===== src/common/du_pkg.sv =====
// constants, field layouts and types of the dual serial block
// Functional notes
// - registers take byte writes only; other lane patterns are refused
// - register block sits at 700h; channel A registers at listed offsets
// - one bits written to set or clear location set or clear output bits; the code ignores these writes while the halt bit is set, as it is after reset
// - command 20h resets receiver, 30h resets transmitter
// - command 45h clears error status, enables receiver and transmitter
// - baud set two with clock select BBh gives 9600 both ways
// - mode one 93h gives eight bits, no parity, receiver request control; the code disables that control whenever mode two txReqCtl is also set
// - status bit 3 reports transmitter empty
// - break start and break end each raise change-in-break interrupt
// - output pin function zero makes all pins plain outputs
// - channel mode 00 normal, 01 echo, 10 local loop, 11 remote loop
`default_nettype none
package du_pkg;
   localparam logic [11:0] SER_BASE = 12'h700;
   localparam logic [7:0] OFF_MODULE_CONFIG_HIGH = 8'h00;
   localparam logic [7:0] OFF_MODULE_CONFIG_LOW = 8'h01;
   localparam logic [7:0] OFF_IEN = 8'h04;
   localparam logic [7:0] OFF_ISTAT = 8'h05;
   localparam logic [7:0] OFF_MODE1 = 8'h10;
   localparam logic [7:0] OFF_STAT = 8'h11;
   localparam logic [7:0] OFF_CMD = 8'h12;
   localparam logic [7:0] OFF_DATA = 8'h13;
   localparam logic [7:0] OFF_AUX = 8'h14;
   localparam logic [7:0] OFF_OPF = 8'h1D;
   localparam logic [7:0] OFF_OPSET = 8'h1E;
   localparam logic [7:0] OFF_OPCLR = 8'h1F;
   localparam logic [7:0] OFF_MODE2 = 8'h20;
   localparam logic [7:0] MODULE_CONFIG_HIGH_RESET = 8'h80;
   localparam int HALT_BIT = 7;
   localparam int BAUD2_BIT = 7;
   localparam logic [3:0] CSR_9600 = 4'hB;
   localparam int BAUD_RATE = 9600;
   localparam int OVERSAMPLE = 16;
   localparam logic [2:0] MISC_RX_RESET = 3'h2;
   localparam logic [2:0] MISC_TX_RESET = 3'h3;
   localparam logic [2:0] MISC_ERR_RESET = 3'h4;
   localparam logic [2:0] MISC_BRK_RESET = 3'h5;
   localparam int ST_RXRDY = 0;
   localparam int ST_TXRDY = 2;
   localparam int ST_TXEMP = 3;
   localparam int IS_TXRDY = 0;
   localparam int IS_RXRDY = 1;
   localparam int IS_BRK = 2;
   localparam int IS_XTAL = 6;
   localparam int SETTLE_CYC = 1024;
   localparam logic [1:0] CM_NORMAL = 2'b00;
   localparam logic [1:0] CM_ECHO = 2'b01;
   localparam logic [1:0] CM_LOCAL = 2'b10;
   localparam logic [1:0] CM_REMOTE = 2'b11;
   localparam logic [1:0] PM_FORCE = 2'b01;
   localparam logic [1:0] PM_WITH = 2'b00;
   typedef struct packed {
      logic rxReqCtl;
      logic fullNotify;
      logic blockErr;
      logic [1:0] parityMode;
      logic parityType;
      logic [1:0] charLength;
   } du_mode_one_t;
   typedef struct packed {
      logic [1:0] channelMode;
      logic txReqCtl;
      logic txClearGate;
      logic [3:0] stopLength;
   } du_mode_two_t;
   typedef struct packed {
      logic [2:0] misc;
      logic txDisable;
      logic txEnable;
      logic rxDisable;
      logic rxEnable;
   } du_cmd_t;
   typedef enum logic [2:0] {DU_IDLE, DU_START, DU_DATA, DU_PAR, DU_STOP,
      DU_BRK} du_state_t;
endpackage : du_pkg
`default_nettype wire


===== src/verilog/du_serial.sv =====
// channel A serial block with APB register access
//
// Local design decision: the APB register port.
`default_nettype none
module du_serial #(
   parameter int CLK_HZ = 125000000,
   parameter int SETTLE = du_pkg::SETTLE_CYC
) (
   input wire logic clk,
   input wire logic reset,
   input wire logic [15:0] paddr,
   input wire logic psel,
   input wire logic penable,
   input wire logic pwrite,
   input wire logic [31:0] pwdata,
   input wire logic [3:0] pstrb,
   output logic [31:0] prdata,
   output logic pready,
   output logic pslverr,
   input wire logic rxd,
   input wire logic ctsN,
   output logic txd,
   output logic [7:0] opPinN,
   output logic irq
);
   localparam int DIV = CLK_HZ / (du_pkg::OVERSAMPLE * du_pkg::BAUD_RATE);
   // ***************************************************************
   // register access
   // ***************************************************************
   logic [7:0] module_config_high, module_config_low, intEn, intStat, aux, clock_select, opFunc, opData;
   du_pkg::du_mode_one_t mode1;
   du_pkg::du_mode_two_t mode2;
   logic [7:0] wbyte, off, rxHold, txHold, rdByte;
   logic hit, access, wr, rd, badStrb, halted;
   logic rxEn, txEn, rxRdy, txFull, overrun, parErr, frmErr, brkRx;
   logic txEmpty, txRdy, settling;
   logic [1:0] rxS, ctsS;
   du_pkg::du_cmd_t cmd;

   function automatic logic [7:0] offOf(input logic [15:0] a);
      offOf = a[9:2];
   endfunction : offOf

   assign hit = paddr[15:14] == 2'h0
      && paddr[13:10] == du_pkg::SER_BASE[11:8] && paddr[1:0] == 2'h0
      && (offOf(paddr) <= du_pkg::OFF_MODE2);
   assign off = offOf(paddr);
   assign access = psel && penable;
   assign badStrb = pwrite && pstrb != 4'h1;
   assign wr = access && pwrite && hit && !badStrb;
   assign rd = access && !pwrite && hit;
   assign wbyte = pwdata[7:0];
   assign cmd = du_pkg::du_cmd_t'(wbyte[6:0]);
   assign pready = 1'b1;
   assign pslverr = access && (!hit || badStrb);
   assign halted = module_config_high[du_pkg::HALT_BIT];

   always_comb begin
      case (off)
         du_pkg::OFF_MODULE_CONFIG_HIGH: rdByte = module_config_high;
         du_pkg::OFF_MODULE_CONFIG_LOW: rdByte = module_config_low;
         du_pkg::OFF_IEN: rdByte = intEn;
         du_pkg::OFF_ISTAT: rdByte = intStat;
         du_pkg::OFF_MODE1: rdByte = mode1;
         du_pkg::OFF_STAT: rdByte = {brkRx, frmErr, parErr, overrun, txEmpty,
            txRdy, rxRdy, rxRdy};
         du_pkg::OFF_DATA: rdByte = rxHold;
         du_pkg::OFF_OPF: rdByte = opFunc;
         du_pkg::OFF_MODE2: rdByte = mode2;
         default: rdByte = 8'h00;
      endcase
   end

   // read data is captured in the setup phase, so reads take no wait
   always_ff @(posedge clk) begin
      if (reset)
         prdata <= 32'h0;
      else if (psel && !penable && !pwrite)
         prdata <= hit ? {24'h0, rdByte} : 32'h0;
   end

   always_ff @(posedge clk) begin
      if (reset) begin
         module_config_high <= du_pkg::MODULE_CONFIG_HIGH_RESET;
         module_config_low <= 8'h00;
         intEn <= 8'h00;
         aux <= 8'h00;
         clock_select <= 8'h00;
         opFunc <= 8'h00;
         mode1 <= '0;
         mode2 <= '0;
      end else if (wr) begin
         case (off)
            du_pkg::OFF_MODULE_CONFIG_HIGH: module_config_high <= wbyte;
            du_pkg::OFF_MODULE_CONFIG_LOW: module_config_low <= wbyte;
            du_pkg::OFF_IEN: intEn <= wbyte;
            du_pkg::OFF_AUX: aux <= wbyte;
            du_pkg::OFF_STAT: clock_select <= wbyte;
            du_pkg::OFF_OPF: opFunc <= wbyte;
            du_pkg::OFF_MODE1: if (!halted) mode1 <= wbyte;
            du_pkg::OFF_MODE2: if (!halted) mode2 <= wbyte;
            default: ;
         endcase
      end
   end

   // ***************************************************************
   // baud tick and crystal settling
   // ***************************************************************
   localparam int SETW = $clog2(SETTLE + 1);
   logic [15:0] divCnt;
   logic [SETW-1:0] settleCnt;
   logic tick, rxTickOk, txTickOk;
   assign tick = divCnt == 16'(DIV - 1);
   assign rxTickOk = aux[du_pkg::BAUD2_BIT] && clock_select[7:4] == du_pkg::CSR_9600;
   assign txTickOk = aux[du_pkg::BAUD2_BIT] && clock_select[3:0] == du_pkg::CSR_9600;
   assign settling = settleCnt != '0;

   always_ff @(posedge clk) begin
      if (reset || tick)
         divCnt <= 16'h0;
      else
         divCnt <= divCnt + 16'h1;
   end

   always_ff @(posedge clk) begin
      if (reset)
         settleCnt <= SETW'(SETTLE);
      else if (settling)
         settleCnt <= settleCnt - SETW'(1);
   end

   always_ff @(posedge clk) begin
      if (reset) begin
         rxS <= 2'b11;
         ctsS <= 2'b11;
      end else begin
         rxS <= {rxS[0], rxd};
         ctsS <= {ctsS[0], ctsN};
      end
   end

   // ***************************************************************
   // channel mode routing
   // ***************************************************************
   logic txLine, rxLine, rxTick, txTick;
   logic [3:0] bitsLen;
   assign bitsLen = 4'd5 + {2'b00, mode1.charLength};
   assign rxLine = mode2.channelMode == du_pkg::CM_LOCAL ? txLine : rxS[1];
   assign rxTick = tick && rxTickOk;
   assign txTick = tick && txTickOk;

   always_ff @(posedge clk) begin
      if (reset)
         txd <= 1'b1;
      else case (mode2.channelMode)
         du_pkg::CM_NORMAL: txd <= txLine;
         du_pkg::CM_LOCAL: txd <= 1'b1;
         default: txd <= rxS[1];
      endcase
   end

   // ***************************************************************
   // receiver
   // ***************************************************************
   du_pkg::du_state_t rxSt;
   logic [3:0] rxCnt, rxBit;
   logic [7:0] rxSh, rxData;
   logic rxPar, rxLoad, brkEdge, rxDrain, expPar;
   assign rxData = rxSh >> (4'd8 - bitsLen);
   assign expPar = mode1.parityMode == du_pkg::PM_FORCE ? mode1.parityType
      : ^rxData ^ mode1.parityType;
   assign rxDrain = rd && off == du_pkg::OFF_DATA;

   always_ff @(posedge clk) begin
      rxLoad <= 1'b0;
      brkEdge <= 1'b0;
      if (reset || !rxEn || mode2.channelMode == du_pkg::CM_REMOTE) begin
         rxSt <= du_pkg::DU_IDLE;
         rxCnt <= 4'h0;
         rxBit <= 4'h0;
         rxSh <= 8'h0;
         rxPar <= 1'b0;
      end else if (rxSt == du_pkg::DU_BRK) begin
         if (rxLine) begin
            rxSt <= du_pkg::DU_IDLE;
            brkEdge <= 1'b1;
         end
      end else if (rxSt == du_pkg::DU_IDLE) begin
         rxCnt <= 4'h0;
         if (!rxLine)
            rxSt <= du_pkg::DU_START;
      end else if (rxTick) begin
         rxCnt <= rxCnt + 4'h1;
         case (rxSt)
            du_pkg::DU_START: if (rxCnt == 4'h7) begin
               rxCnt <= 4'h0;
               rxBit <= 4'h0;
               rxSt <= rxLine ? du_pkg::DU_IDLE : du_pkg::DU_DATA;
            end
            du_pkg::DU_DATA: if (rxCnt == 4'hF) begin
               rxSh <= {rxLine, rxSh[7:1]};
               rxBit <= rxBit + 4'h1;
               if (rxBit == bitsLen - 4'h1)
                  rxSt <= mode1.parityMode[1] ? du_pkg::DU_STOP
                     : du_pkg::DU_PAR;
            end
            du_pkg::DU_PAR: if (rxCnt == 4'hF) begin
               rxPar <= rxLine;
               rxSt <= du_pkg::DU_STOP;
            end
            du_pkg::DU_STOP: if (rxCnt == 4'hF) begin
               if (!rxLine && rxData == 8'h0 && !rxPar) begin
                  rxSt <= du_pkg::DU_BRK;
                  brkEdge <= 1'b1;
               end else begin
                  rxSt <= du_pkg::DU_IDLE;
                  rxLoad <= 1'b1;
               end
               rxPar <= 1'b0;
            end
            default: rxSt <= du_pkg::DU_IDLE;
         endcase
      end
   end

   always_ff @(posedge clk) begin
      if (reset) begin
         rxHold <= 8'h0;
         rxRdy <= 1'b0;
         overrun <= 1'b0;
         parErr <= 1'b0;
         frmErr <= 1'b0;
         brkRx <= 1'b0;
      end else begin
         if (rxLoad) begin
            rxHold <= rxData;
            rxRdy <= 1'b1;
            overrun <= overrun || rxRdy;
            parErr <= !mode1.parityMode[1] && rxPar != expPar;
            frmErr <= !rxLine;
         end else if (rxDrain)
            rxRdy <= 1'b0;
         if (brkEdge)
            brkRx <= rxSt == du_pkg::DU_BRK;
         if (wr && off == du_pkg::OFF_CMD) begin
            if (cmd.misc == du_pkg::MISC_RX_RESET) begin
               rxRdy <= 1'b0;
               overrun <= 1'b0;
            end
            if (cmd.misc == du_pkg::MISC_ERR_RESET) begin
               overrun <= 1'b0;
               parErr <= 1'b0;
               frmErr <= 1'b0;
               brkRx <= 1'b0;
            end
         end
      end
   end

   // ***************************************************************
   // transmitter
   // ***************************************************************
   du_pkg::du_state_t txSt;
   logic [4:0] txCnt;
   logic [3:0] txBit;
   logic [7:0] txSh;
   logic txGo;
   assign txRdy = txEn && !txFull;
   assign txEmpty = txEn && !txFull && txSt == du_pkg::DU_IDLE;
   assign txGo = txFull && (!mode2.txClearGate || !ctsS[1]);

   always_ff @(posedge clk) begin
      if (reset || !txEn) begin
         txSt <= du_pkg::DU_IDLE;
         txLine <= 1'b1;
         txCnt <= 5'h0;
         txBit <= 4'h0;
         txSh <= 8'h0;
      end else if (txTick) begin
         txCnt <= txCnt + 5'h1;
         case (txSt)
            du_pkg::DU_IDLE: begin
               txCnt <= 5'h0;
               if (txGo) begin
                  txSh <= txHold;
                  txLine <= 1'b0;
                  txSt <= du_pkg::DU_START;
               end
            end
            du_pkg::DU_START, du_pkg::DU_DATA: if (txCnt == 5'hF) begin
               txCnt <= 5'h0;
               txLine <= txSh[0];
               txSh <= txSh >> 1;
               txBit <= txSt == du_pkg::DU_START ? 4'h1 : txBit + 4'h1;
               txSt <= du_pkg::DU_DATA;
               if (txSt == du_pkg::DU_DATA && txBit == bitsLen) begin
                  txSt <= mode1.parityMode[1] ? du_pkg::DU_STOP
                     : du_pkg::DU_PAR;
                  txLine <= mode1.parityMode[1] ? 1'b1
                     : mode1.parityMode == du_pkg::PM_FORCE
                     ? mode1.parityType : ^txHold ^ mode1.parityType;
               end
            end
            du_pkg::DU_PAR: if (txCnt == 5'hF) begin
               txCnt <= 5'h0;
               txLine <= 1'b1;
               txSt <= du_pkg::DU_STOP;
            end
            du_pkg::DU_STOP:
               if (txCnt == (mode2.stopLength[3] ? 5'h1F : 5'hF))
                  txSt <= du_pkg::DU_IDLE;
            default: txSt <= du_pkg::DU_IDLE;
         endcase
      end
   end

   always_ff @(posedge clk) begin
      if (reset) begin
         txFull <= 1'b0;
         txHold <= 8'h0;
      end else if (wr && off == du_pkg::OFF_DATA && txEn) begin
         txFull <= 1'b1;
         txHold <= wbyte & (8'hFF >> (4'd8 - bitsLen));
      end else if (txTick && txSt == du_pkg::DU_IDLE && txGo)
         txFull <= 1'b0;
      else if (wr && off == du_pkg::OFF_CMD
            && cmd.misc == du_pkg::MISC_TX_RESET)
         txFull <= 1'b0;
   end

   // ***************************************************************
   // command enables
   // ***************************************************************
   always_ff @(posedge clk) begin
      if (reset) begin
         rxEn <= 1'b0;
         txEn <= 1'b0;
      end else if (wr && off == du_pkg::OFF_CMD) begin
         if (cmd.misc == du_pkg::MISC_RX_RESET)
            rxEn <= 1'b0;
         else if (cmd.rxDisable)
            rxEn <= 1'b0;
         else if (cmd.rxEnable)
            rxEn <= 1'b1;
         if (cmd.misc == du_pkg::MISC_TX_RESET)
            txEn <= 1'b0;
         else if (cmd.txDisable)
            txEn <= 1'b0;
         else if (cmd.txEnable)
            txEn <= 1'b1;
      end
   end

   // ***************************************************************
   // output port and request-to-send
   // ***************************************************************
   logic autoRts, txDone, rtsCtl;
   logic [7:0] pinVal;
   assign rtsCtl = mode1.rxReqCtl ^ mode2.txReqCtl;
   assign autoRts = rtsCtl && ((mode1.rxReqCtl && rxRdy)
      || (mode2.txReqCtl && txDone));

   always_ff @(posedge clk) begin
      if (reset)
         txDone <= 1'b0;
      else
         txDone <= txEn && txSt == du_pkg::DU_STOP && txTick
            && !txFull && txCnt == (mode2.stopLength[3] ? 5'h1F : 5'hF);
   end

   always_ff @(posedge clk) begin
      if (reset)
         opData <= 8'h00;
      else begin
         if (wr && !halted && off == du_pkg::OFF_OPSET)
            opData <= opData | wbyte;
         else if (wr && !halted && off == du_pkg::OFF_OPCLR)
            opData <= opData & ~wbyte;
         if (autoRts)
            opData[0] <= 1'b0;
      end
   end

   always_comb begin
      pinVal = opData;
      if (opFunc[6])
         pinVal[6] = txRdy;
      if (opFunc[4])
         pinVal[4] = rxRdy;
   end

   always_ff @(posedge clk) begin
      if (reset)
         opPinN <= 8'hFF;
      else
         opPinN <= ~pinVal;
   end

   // ***************************************************************
   // interrupts
   // ***************************************************************
   logic [7:0] evt, clr;
   logic txRdyQ;
   always_ff @(posedge clk) begin
      if (reset)
         txRdyQ <= 1'b0;
      else
         txRdyQ <= txRdy;
   end
   always_comb begin
      evt = 8'h00;
      evt[du_pkg::IS_TXRDY] = txRdy && !txRdyQ;
      evt[du_pkg::IS_RXRDY] = rxLoad;
      evt[du_pkg::IS_BRK] = brkEdge;
      clr = (wr && off == du_pkg::OFF_ISTAT) ? wbyte : 8'h00;
      if (wr && off == du_pkg::OFF_CMD && cmd.misc == du_pkg::MISC_BRK_RESET)
         clr[du_pkg::IS_BRK] = 1'b1;
   end
   always_ff @(posedge clk) begin
      if (reset)
         intStat <= 8'h00;
      else begin
         intStat <= (intStat & ~clr) | evt;
         intStat[du_pkg::IS_XTAL] <= settling;
      end
   end
   assign irq = |(intStat & intEn & ~(8'h1 << du_pkg::IS_XTAL));
endmodule : du_serial
`default_nettype wire

===== config.mk =====
export PLATFORM = sky130hd
export DESIGN_NAME = du_serial
export DESIGN_NICKNAME = d
export VERILOG_FILES = /design/src/common/du_pkg.sv /design/src/verilog/du_serial.sv
export SDC_FILE = /design/constraint.sdc
export NUM_CORES = 1
export LEC_CHECK = 0
export BUFFER_PORTS_ARGS = -buffer_cell sky130_fd_sc_hd__buf_2
export CAP_MARGIN = 10
export CORE_ASPECT_RATIO = 0.9
export CORE_MARGIN = 5
export CORE_UTILIZATION = 60
export CTS_BUF_LIST = sky130_fd_sc_hd__clkbuf_4 sky130_fd_sc_hd__clkbuf_8 sky130_fd_sc_hd__clkbuf_16
export CTS_CLUSTER_DIAMETER = 30
export CTS_CLUSTER_SIZE = 14
export DETAILED_ROUTE_END_ITERATION = 12
export GPL_TIMING_DRIVEN = 0
export PLACE_DENSITY = 0.81
export SLEW_MARGIN = 15
export SYNTH_ARGS = -nofsm -noshare
export SYNTH_HDL_FRONTEND = slang
export SYNTH_SLANG_ARGS = --single-unit

===== constraint.sdc =====
create_clock -name clk -period 11.4 [get_ports clk]
set_clock_uncertainty 0.15 [all_clocks]
set_input_delay 1.14 -clock clk [delete_from_list [all_inputs] [get_ports clk]]
set_output_delay 1.14 -clock clk [all_outputs]
set_load 0.03 [all_outputs]

# Word-level counts from Yosys, hierarchy flattened
# Cells that the tools add are included.
word_totals:
  latchBits: 0
  ff_bits: 221
  output_inout_bits: 44
  elab_cells: 334
  mem_bits_ro: 0
  ramBits: 0
  mem_count: 0
  input_bits: 59
op_classes:
  add_sub_neg: 9
  n_mux: 89
  bitwise_logic: 18
  order_cmp: 1
  reduce_logical: 110
  div_mod_pow: 0
  shifts: 2
  multipliers: 0
  eq_ne: 55
ops:
  columns: ["operator", "count"]
  rows:
  - ["8-bit one-hot mux with 9 select lines", 1]
  - ["8-bit by 5-bit equality test with 1-bit output, second input constant", 8]
  - ["3-bit 2-to-1 mux", 17]
  - ["8-bit 2-to-1 mux", 6]
  - ["1-bit 2-to-1 mux", 47]
  - ["1-bit logical AND", 44]
  - ["8-bit AND", 4]
  - ["4-bit 2-to-1 mux", 7]
  - ["8-bit inverter", 3]
  - ["3-bit one-hot mux with 4 select lines", 2]
  - ["4-bit != test, second input constant", 5]
  - ["3-bit by 2-bit equality test with 1-bit output, second input constant", 6]
  - ["2-bit != test, second input constant", 9]
  - ["2-bit AND reduction", 9]
  - ["16-bit by 1-bit adder with 16-bit output, second input constant", 1]
  - ["16-bit by 10-bit equality test with 1-bit output, second input constant", 1]
  - ["8-bit by 3-bit equality test with 1-bit output, second input constant", 2]
  - ["8-bit logical NOT", 2]
  - ["8-bit one-hot mux with 2 select lines", 1]
  - ["8-bit parity", 2]
  - ["3-bit equality test, second input constant", 5]
  - ["5-bit AND reduction", 3]
  - ["3-bit nonzero test", 5]
  - ["1-bit logical NOT", 14]
  - ["45 further kinds", 80]

# Logic depth before layout (Yosys ltp)
logic_depth:
  word_depth: 12
  ltp_mapped: 14
  mapped_depth_nobuf: 11

# Worst setup path after synthesis
# OpenSTA, ideal clock, no wires.
synth_path:
  path_type: "input port to output port"
  start: "input paddr[1]"
  end: "output pslverr"
  slack_ns: 7.540
  stages: 4
  t_arrival_ns: 2.570
  n_path_buf: 0
  cell_sequence: "or4_1 or4_4 and2b_1 a21oi_1"
synth_between:
  elab_chain_cells: 6
synth_rtl:
  columns: ["item", "line", "source"]
  rows:
  - ["start: declaration", "du_serial.sv:11", "input wire logic [15:0] paddr,"]
  - ["2-bit logical NOT", "du_serial.sv:45", "&& paddr[13:10] == du_pkg::SER_BASE[11:8] && paddr[1:0] == 2'h0"]
  - ["1-bit logical AND", "du_serial.sv:45", null]
  - ["1-bit logical AND", "du_serial.sv:46", "&& (offOf(paddr) <= du_pkg::OFF_MODE2);"]
  - ["1-bit logical NOT", "du_serial.sv:55", "assign pslverr = access && (!hit || badStrb);"]
  - ["1-bit logical OR", "du_serial.sv:55", null]
  - ["1-bit logical AND", "du_serial.sv:55", null]
  - ["end: declaration", "du_serial.sv:19", "output logic pslverr,"]
# No other way between the ends.

# Final worst setup path
layout_path:
  start: "register mode1[0] (netlist name)"
  end: "register parErr"
layout_between:
  elab_chain_cells: 11
layout_rtl:
  columns: ["item", "line", "source"]
  rows:
  - ["start: declaration", "du_serial.sv:31", "du_pkg::du_mode_one_t mode1;"]
  - ["start signal: assignment", "du_serial.sv:100", "du_pkg::OFF_MODE1: if (!halted) mode1 <= wbyte;"]
  - ["3-bit by 2-bit adder with 4-bit output (*)", "du_serial.sv:148", "assign bitsLen = 4'd5 + {2'b00, mode1.charLength};"]
  - ["4-bit subtractor (*)", "du_serial.sv:170", "assign rxData = rxSh >> (4'd8 - bitsLen);"]
  - ["8-bit by 4-bit right shift with 8-bit output (*)", "du_serial.sv:170", null]
  - ["8-bit parity (*)", "du_serial.sv:172", ": ^rxData ^ mode1.parityType;"]
  - ["1-bit bitwise XOR (*)", "du_serial.sv:172", null]
  - ["1-bit 2-to-1 mux (*)", "du_serial.sv:171", "assign expPar = mode1.parityMode == du_pkg::PM_FORCE ? mode1.parityType"]
  - ["1-bit != test (*)", "du_serial.sv:240", "parErr <= !mode1.parityMode[1] && rxPar != expPar;"]
  - ["1-bit logical AND (*)", "du_serial.sv:240", null]
  - ["1-bit 2-to-1 mux (*)", "du_serial.sv:236", "if (rxLoad) begin"]
  - ["1-bit 2-to-1 mux", "du_serial.sv:251", "if (cmd.misc == du_pkg::MISC_ERR_RESET) begin"]
  - ["1-bit 2-to-1 mux (*)", "du_serial.sv:246", "if (wr && off == du_pkg::OFF_CMD) begin"]
  - ["end signal: assignment", "du_serial.sv:240", null]
  - ["end: declaration", "du_serial.sv:35", "logic rxEn, txEn, rxRdy, txFull, overrun, parErr, frmErr, brkRx;"]
# Every way passes the cells marked *; elsewhere a longest branch is shown, timed or not.
# A chain may end at the register's enable or synchronous reset.

==> results_dict.tcl <==
set metrics [dict create \
    core_region_area_sq_mm 0.0153 \
    tns_ps 0 \
    yosys-top-cells-area "dfxtp_1 (41%), mux2i_1 (9.5%), nor2_1 (5.1%)" \
    clk_path_buf_depth 2 \
    io_buffers 49 \
    rsz0062_at_grt "false" \
    synth_top_cell_by_area "dfxtp_1" \
    area_growth_pct 12.7 \
    whs_path_depth 1 \
    power_leakage_uw 0.00402 \
    drc 0 \
    antenna_found_initial 1 \
    yosys_register_bits 190 \
    finalCritPeriodShare_pct 40.1 \
    synth_area_sq_mm 0.00932 \
    clk_latency_ps 450 \
    r2r_slack_ps 6830 \
    drive_gt1_share_pct 12.9 \
    yosysSeqAreaShare_pct 40.8 \
    cts-root-buf "clkbuf_16" \
    hold_violations 0 \
    critPathKind "flip-flop to flip-flop" \
    cp-startpoint "mode1[0]$_SDFFE_PP0P_" \
    clock-sinks 190 \
    rows 43 \
    worst_hold_slack_ps 246 \
    syn_avg_cell_area_sq_um 8.74 \
    rr_endpoint "parErr$_SDFF_PP0_" \
    tightestPinTransition_ps 1200 \
    cts.htree.levels 4 \
    initial_utilization_pct 60.8 \
    vias_per_cell 6.06 \
    finalSetupViolations 0 \
    utilization_pct 68.5 \
    arrival_ps 4740 \
    io_pins 103 \
    diodes 0 \
    synth_edf_count 0 \
    cts_tree "yes" \
    grt_pass1_wl_um 39500 \
    r2r-start "mode1[0]$_SDFFE_PP0P_" \
    fin_crit_ps 4570 \
    crit_fanout 10 \
    synthTopCellsByCount "dfxtp_1 (190), nor2_1 (126), nand2_1 (91), mux2i_1 (88), a21oi_1 (68)" \
    numCtsBuffers 17 \
    status "finished clean" \
    start_kind "flip-flop" \
    maxSlewHeadroom_pct 19.3 \
    async_reset_ff_share_pct 0 \
    synth_ff_type "dfxtp_1" \
    track_usage_pct 27.4 \
    layout.nets 1233 \
    routed_wl_um 25000 \
    hpwl_um 17500 \
    final_area_sq_mm 0.0105 \
    max_freq_ghz 0.219 \
    grt_max_degree 19 \
    slew_violations 0 \
    routedWlPerCell_um 18.2 \
    die_h_um 128 \
    syn_inst 1066 \
    cap_violations 0 \
    grt_pass1_vias 7729 \
    cts.repair.resized 0 \
    dieArea_sq_mm 0.0181 \
    ff2ff_path_depth 13 \
    placed_area_sq_mm 0.00990 \
    hp-class "flip-flop to flip-flop" \
    power_density_mw_per_mm2 137 \
    yosysWarnings 0 \
    irDropWorstVdd_v 0.000124 \
    path_clk_slew_ps 70 \
    postCtsSetupBuffers 0 \
    ys_types 68 \
    gr-total-overflow 0 \
    crit_required_ps 11570 \
    place_congestion 0.966 \
    drtIter0Drc 834 \
    synth_top_area_share_pct 40.8 \
    crit_end "parErr$_SDFF_PP0_" \
    synth_most_common_cell "dfxtp_1" \
    hold_buffers 0 \
    die_w_um 141 \
    dr.pass1.iters 6 \
    cp-end-kind "flip-flop" \
    ant_nets 0 \
    vias 8310 \
]
-- sequential cells by signal, summed over array words and instances (netlist names), 5 cells and up, named ones only --
name / cells
intStat: 8
clock_select: 8
module_config_low: 8
mode2: 8
intEn: 8
txCnt: 5
opPinN: 8
divCnt: 16
rxHold: 8
opFunc: 8
txSh: 8
rxSh: 8
prdata: 8
txHold: 8
mode1: 8
module_config_high: 8
settleCnt: 11
-- report_power, final --
part,switching [uW],total [uW],internal (uW)
combinational,80.0,129,49.2
clock,282,613,331
sequential,14.6,695,680
-- layout by cell type (no fill, tap or decap), drive strengths merged, types with 6 or more instances in the layout --
cell type | netlist | layout
nor4 | 8 | 8
conb | 2 | 25
o21ai | 33 | 33
and3 | 15 | 15
nor2b | 12 | 12
clkbuf | 50 | 67
nor4b | 7 | 7
a31o | 7 | 7
mux2i | 88 | 88
a21oi | 68 | 68
nand3b | 8 | 8
o22ai | 6 | 6
or4 | 8 | 8
nand4 | 10 | 10
nand2 | 91 | 91
ha | 17 | 17
a22oi | 14 | 14
a221oi | 6 | 6
a22o | 6 | 6
buf | 37 | 86
nor2 | 126 | 126
or2 | 6 | 6
xnor2 | 24 | 24
nand2b | 21 | 21
inv | 15 | 23
dfxtp | 190 | 190
mux2 | 11 | 11
or3 | 11 | 11
nand3 | 46 | 46
nor3 | 29 | 29
xor2 | 20 | 20
-- logic make-up (layout without fill, tap and decap cells) --
group	count (synthesis)	count (layout)	synth area share (%)
buf+inv	104	185	5.29
xor+xnor	44	44	4.14
mux	104	104	12.0
flops	190	190	40.8
other cells	2	25	0.0806
fa+ha+maj	17	17	2.28
compound gates	182	182	12.6
simple gates	423	423	22.8
-- worst min path at each step --
stage                     slack [ps]                   end
after floorplan                  210  opPinN[0]$_SDFF_PP1_
after global placement           230  opPinN[7]$_SDFF_PP1_
after detailed placement         230  opPinN[7]$_SDFF_PP1_
after CTS                        250  opPinN[7]$_SDFF_PP1_
after global routing             270  opPinN[5]$_SDFF_PP1_
final                            250  opPinN[7]$_SDFF_PP1_
-- per-layer routing --
layer / GRT usage (%) / part of all wire, % / vias up
li1: - / - / 3923
met1: 35.6 / 41 / 3919
met2: 43.4 / 46 / 397
met3: 8.39 / 9.9 / 69
met4: 9.23 / 2.6 / 2
met5: 0 / 0.080 / -
-- worst max-delay path: stages (launching register included) --
cell      delay [ps]
dfxtp_1          360
clkbuf_1         480
clkbuf_1         540
inv_1            230
ha_1             340
clkbuf_1         540
mux4_2           620
nand2_1           90
ha_1             240
xnor2_1          210
xnor2_1          120
or3_1            350
nand4b_1         100
a21oi_1           70
-- stage by stage --
stage / power, uW / worst slack [ps] / cells
3_3_place_gp: 831 / 6990 / 1340
5_1_grt: 1480 / 6600 / 1372
3_5_place_dp: 834 / 6920 / 1340
2_1_floorplan: 803 / 7540 / 1089
4_1_cts: 1440 / 6860 / 1372
6_report: 1440 / 6830 / 1372
-- cell type report --
type	count	area, sq um
plain buffers	87	429
clock buffers	17	425
clock inverters	15	174
fillers	1290	4830
inverters	17	63.8
multi-input cells	795	5110
flip-flops and latches	190	3800
well taps	202	253
repair buffers	49	245
No activity file was read; power rests on OpenSTA's default activity.
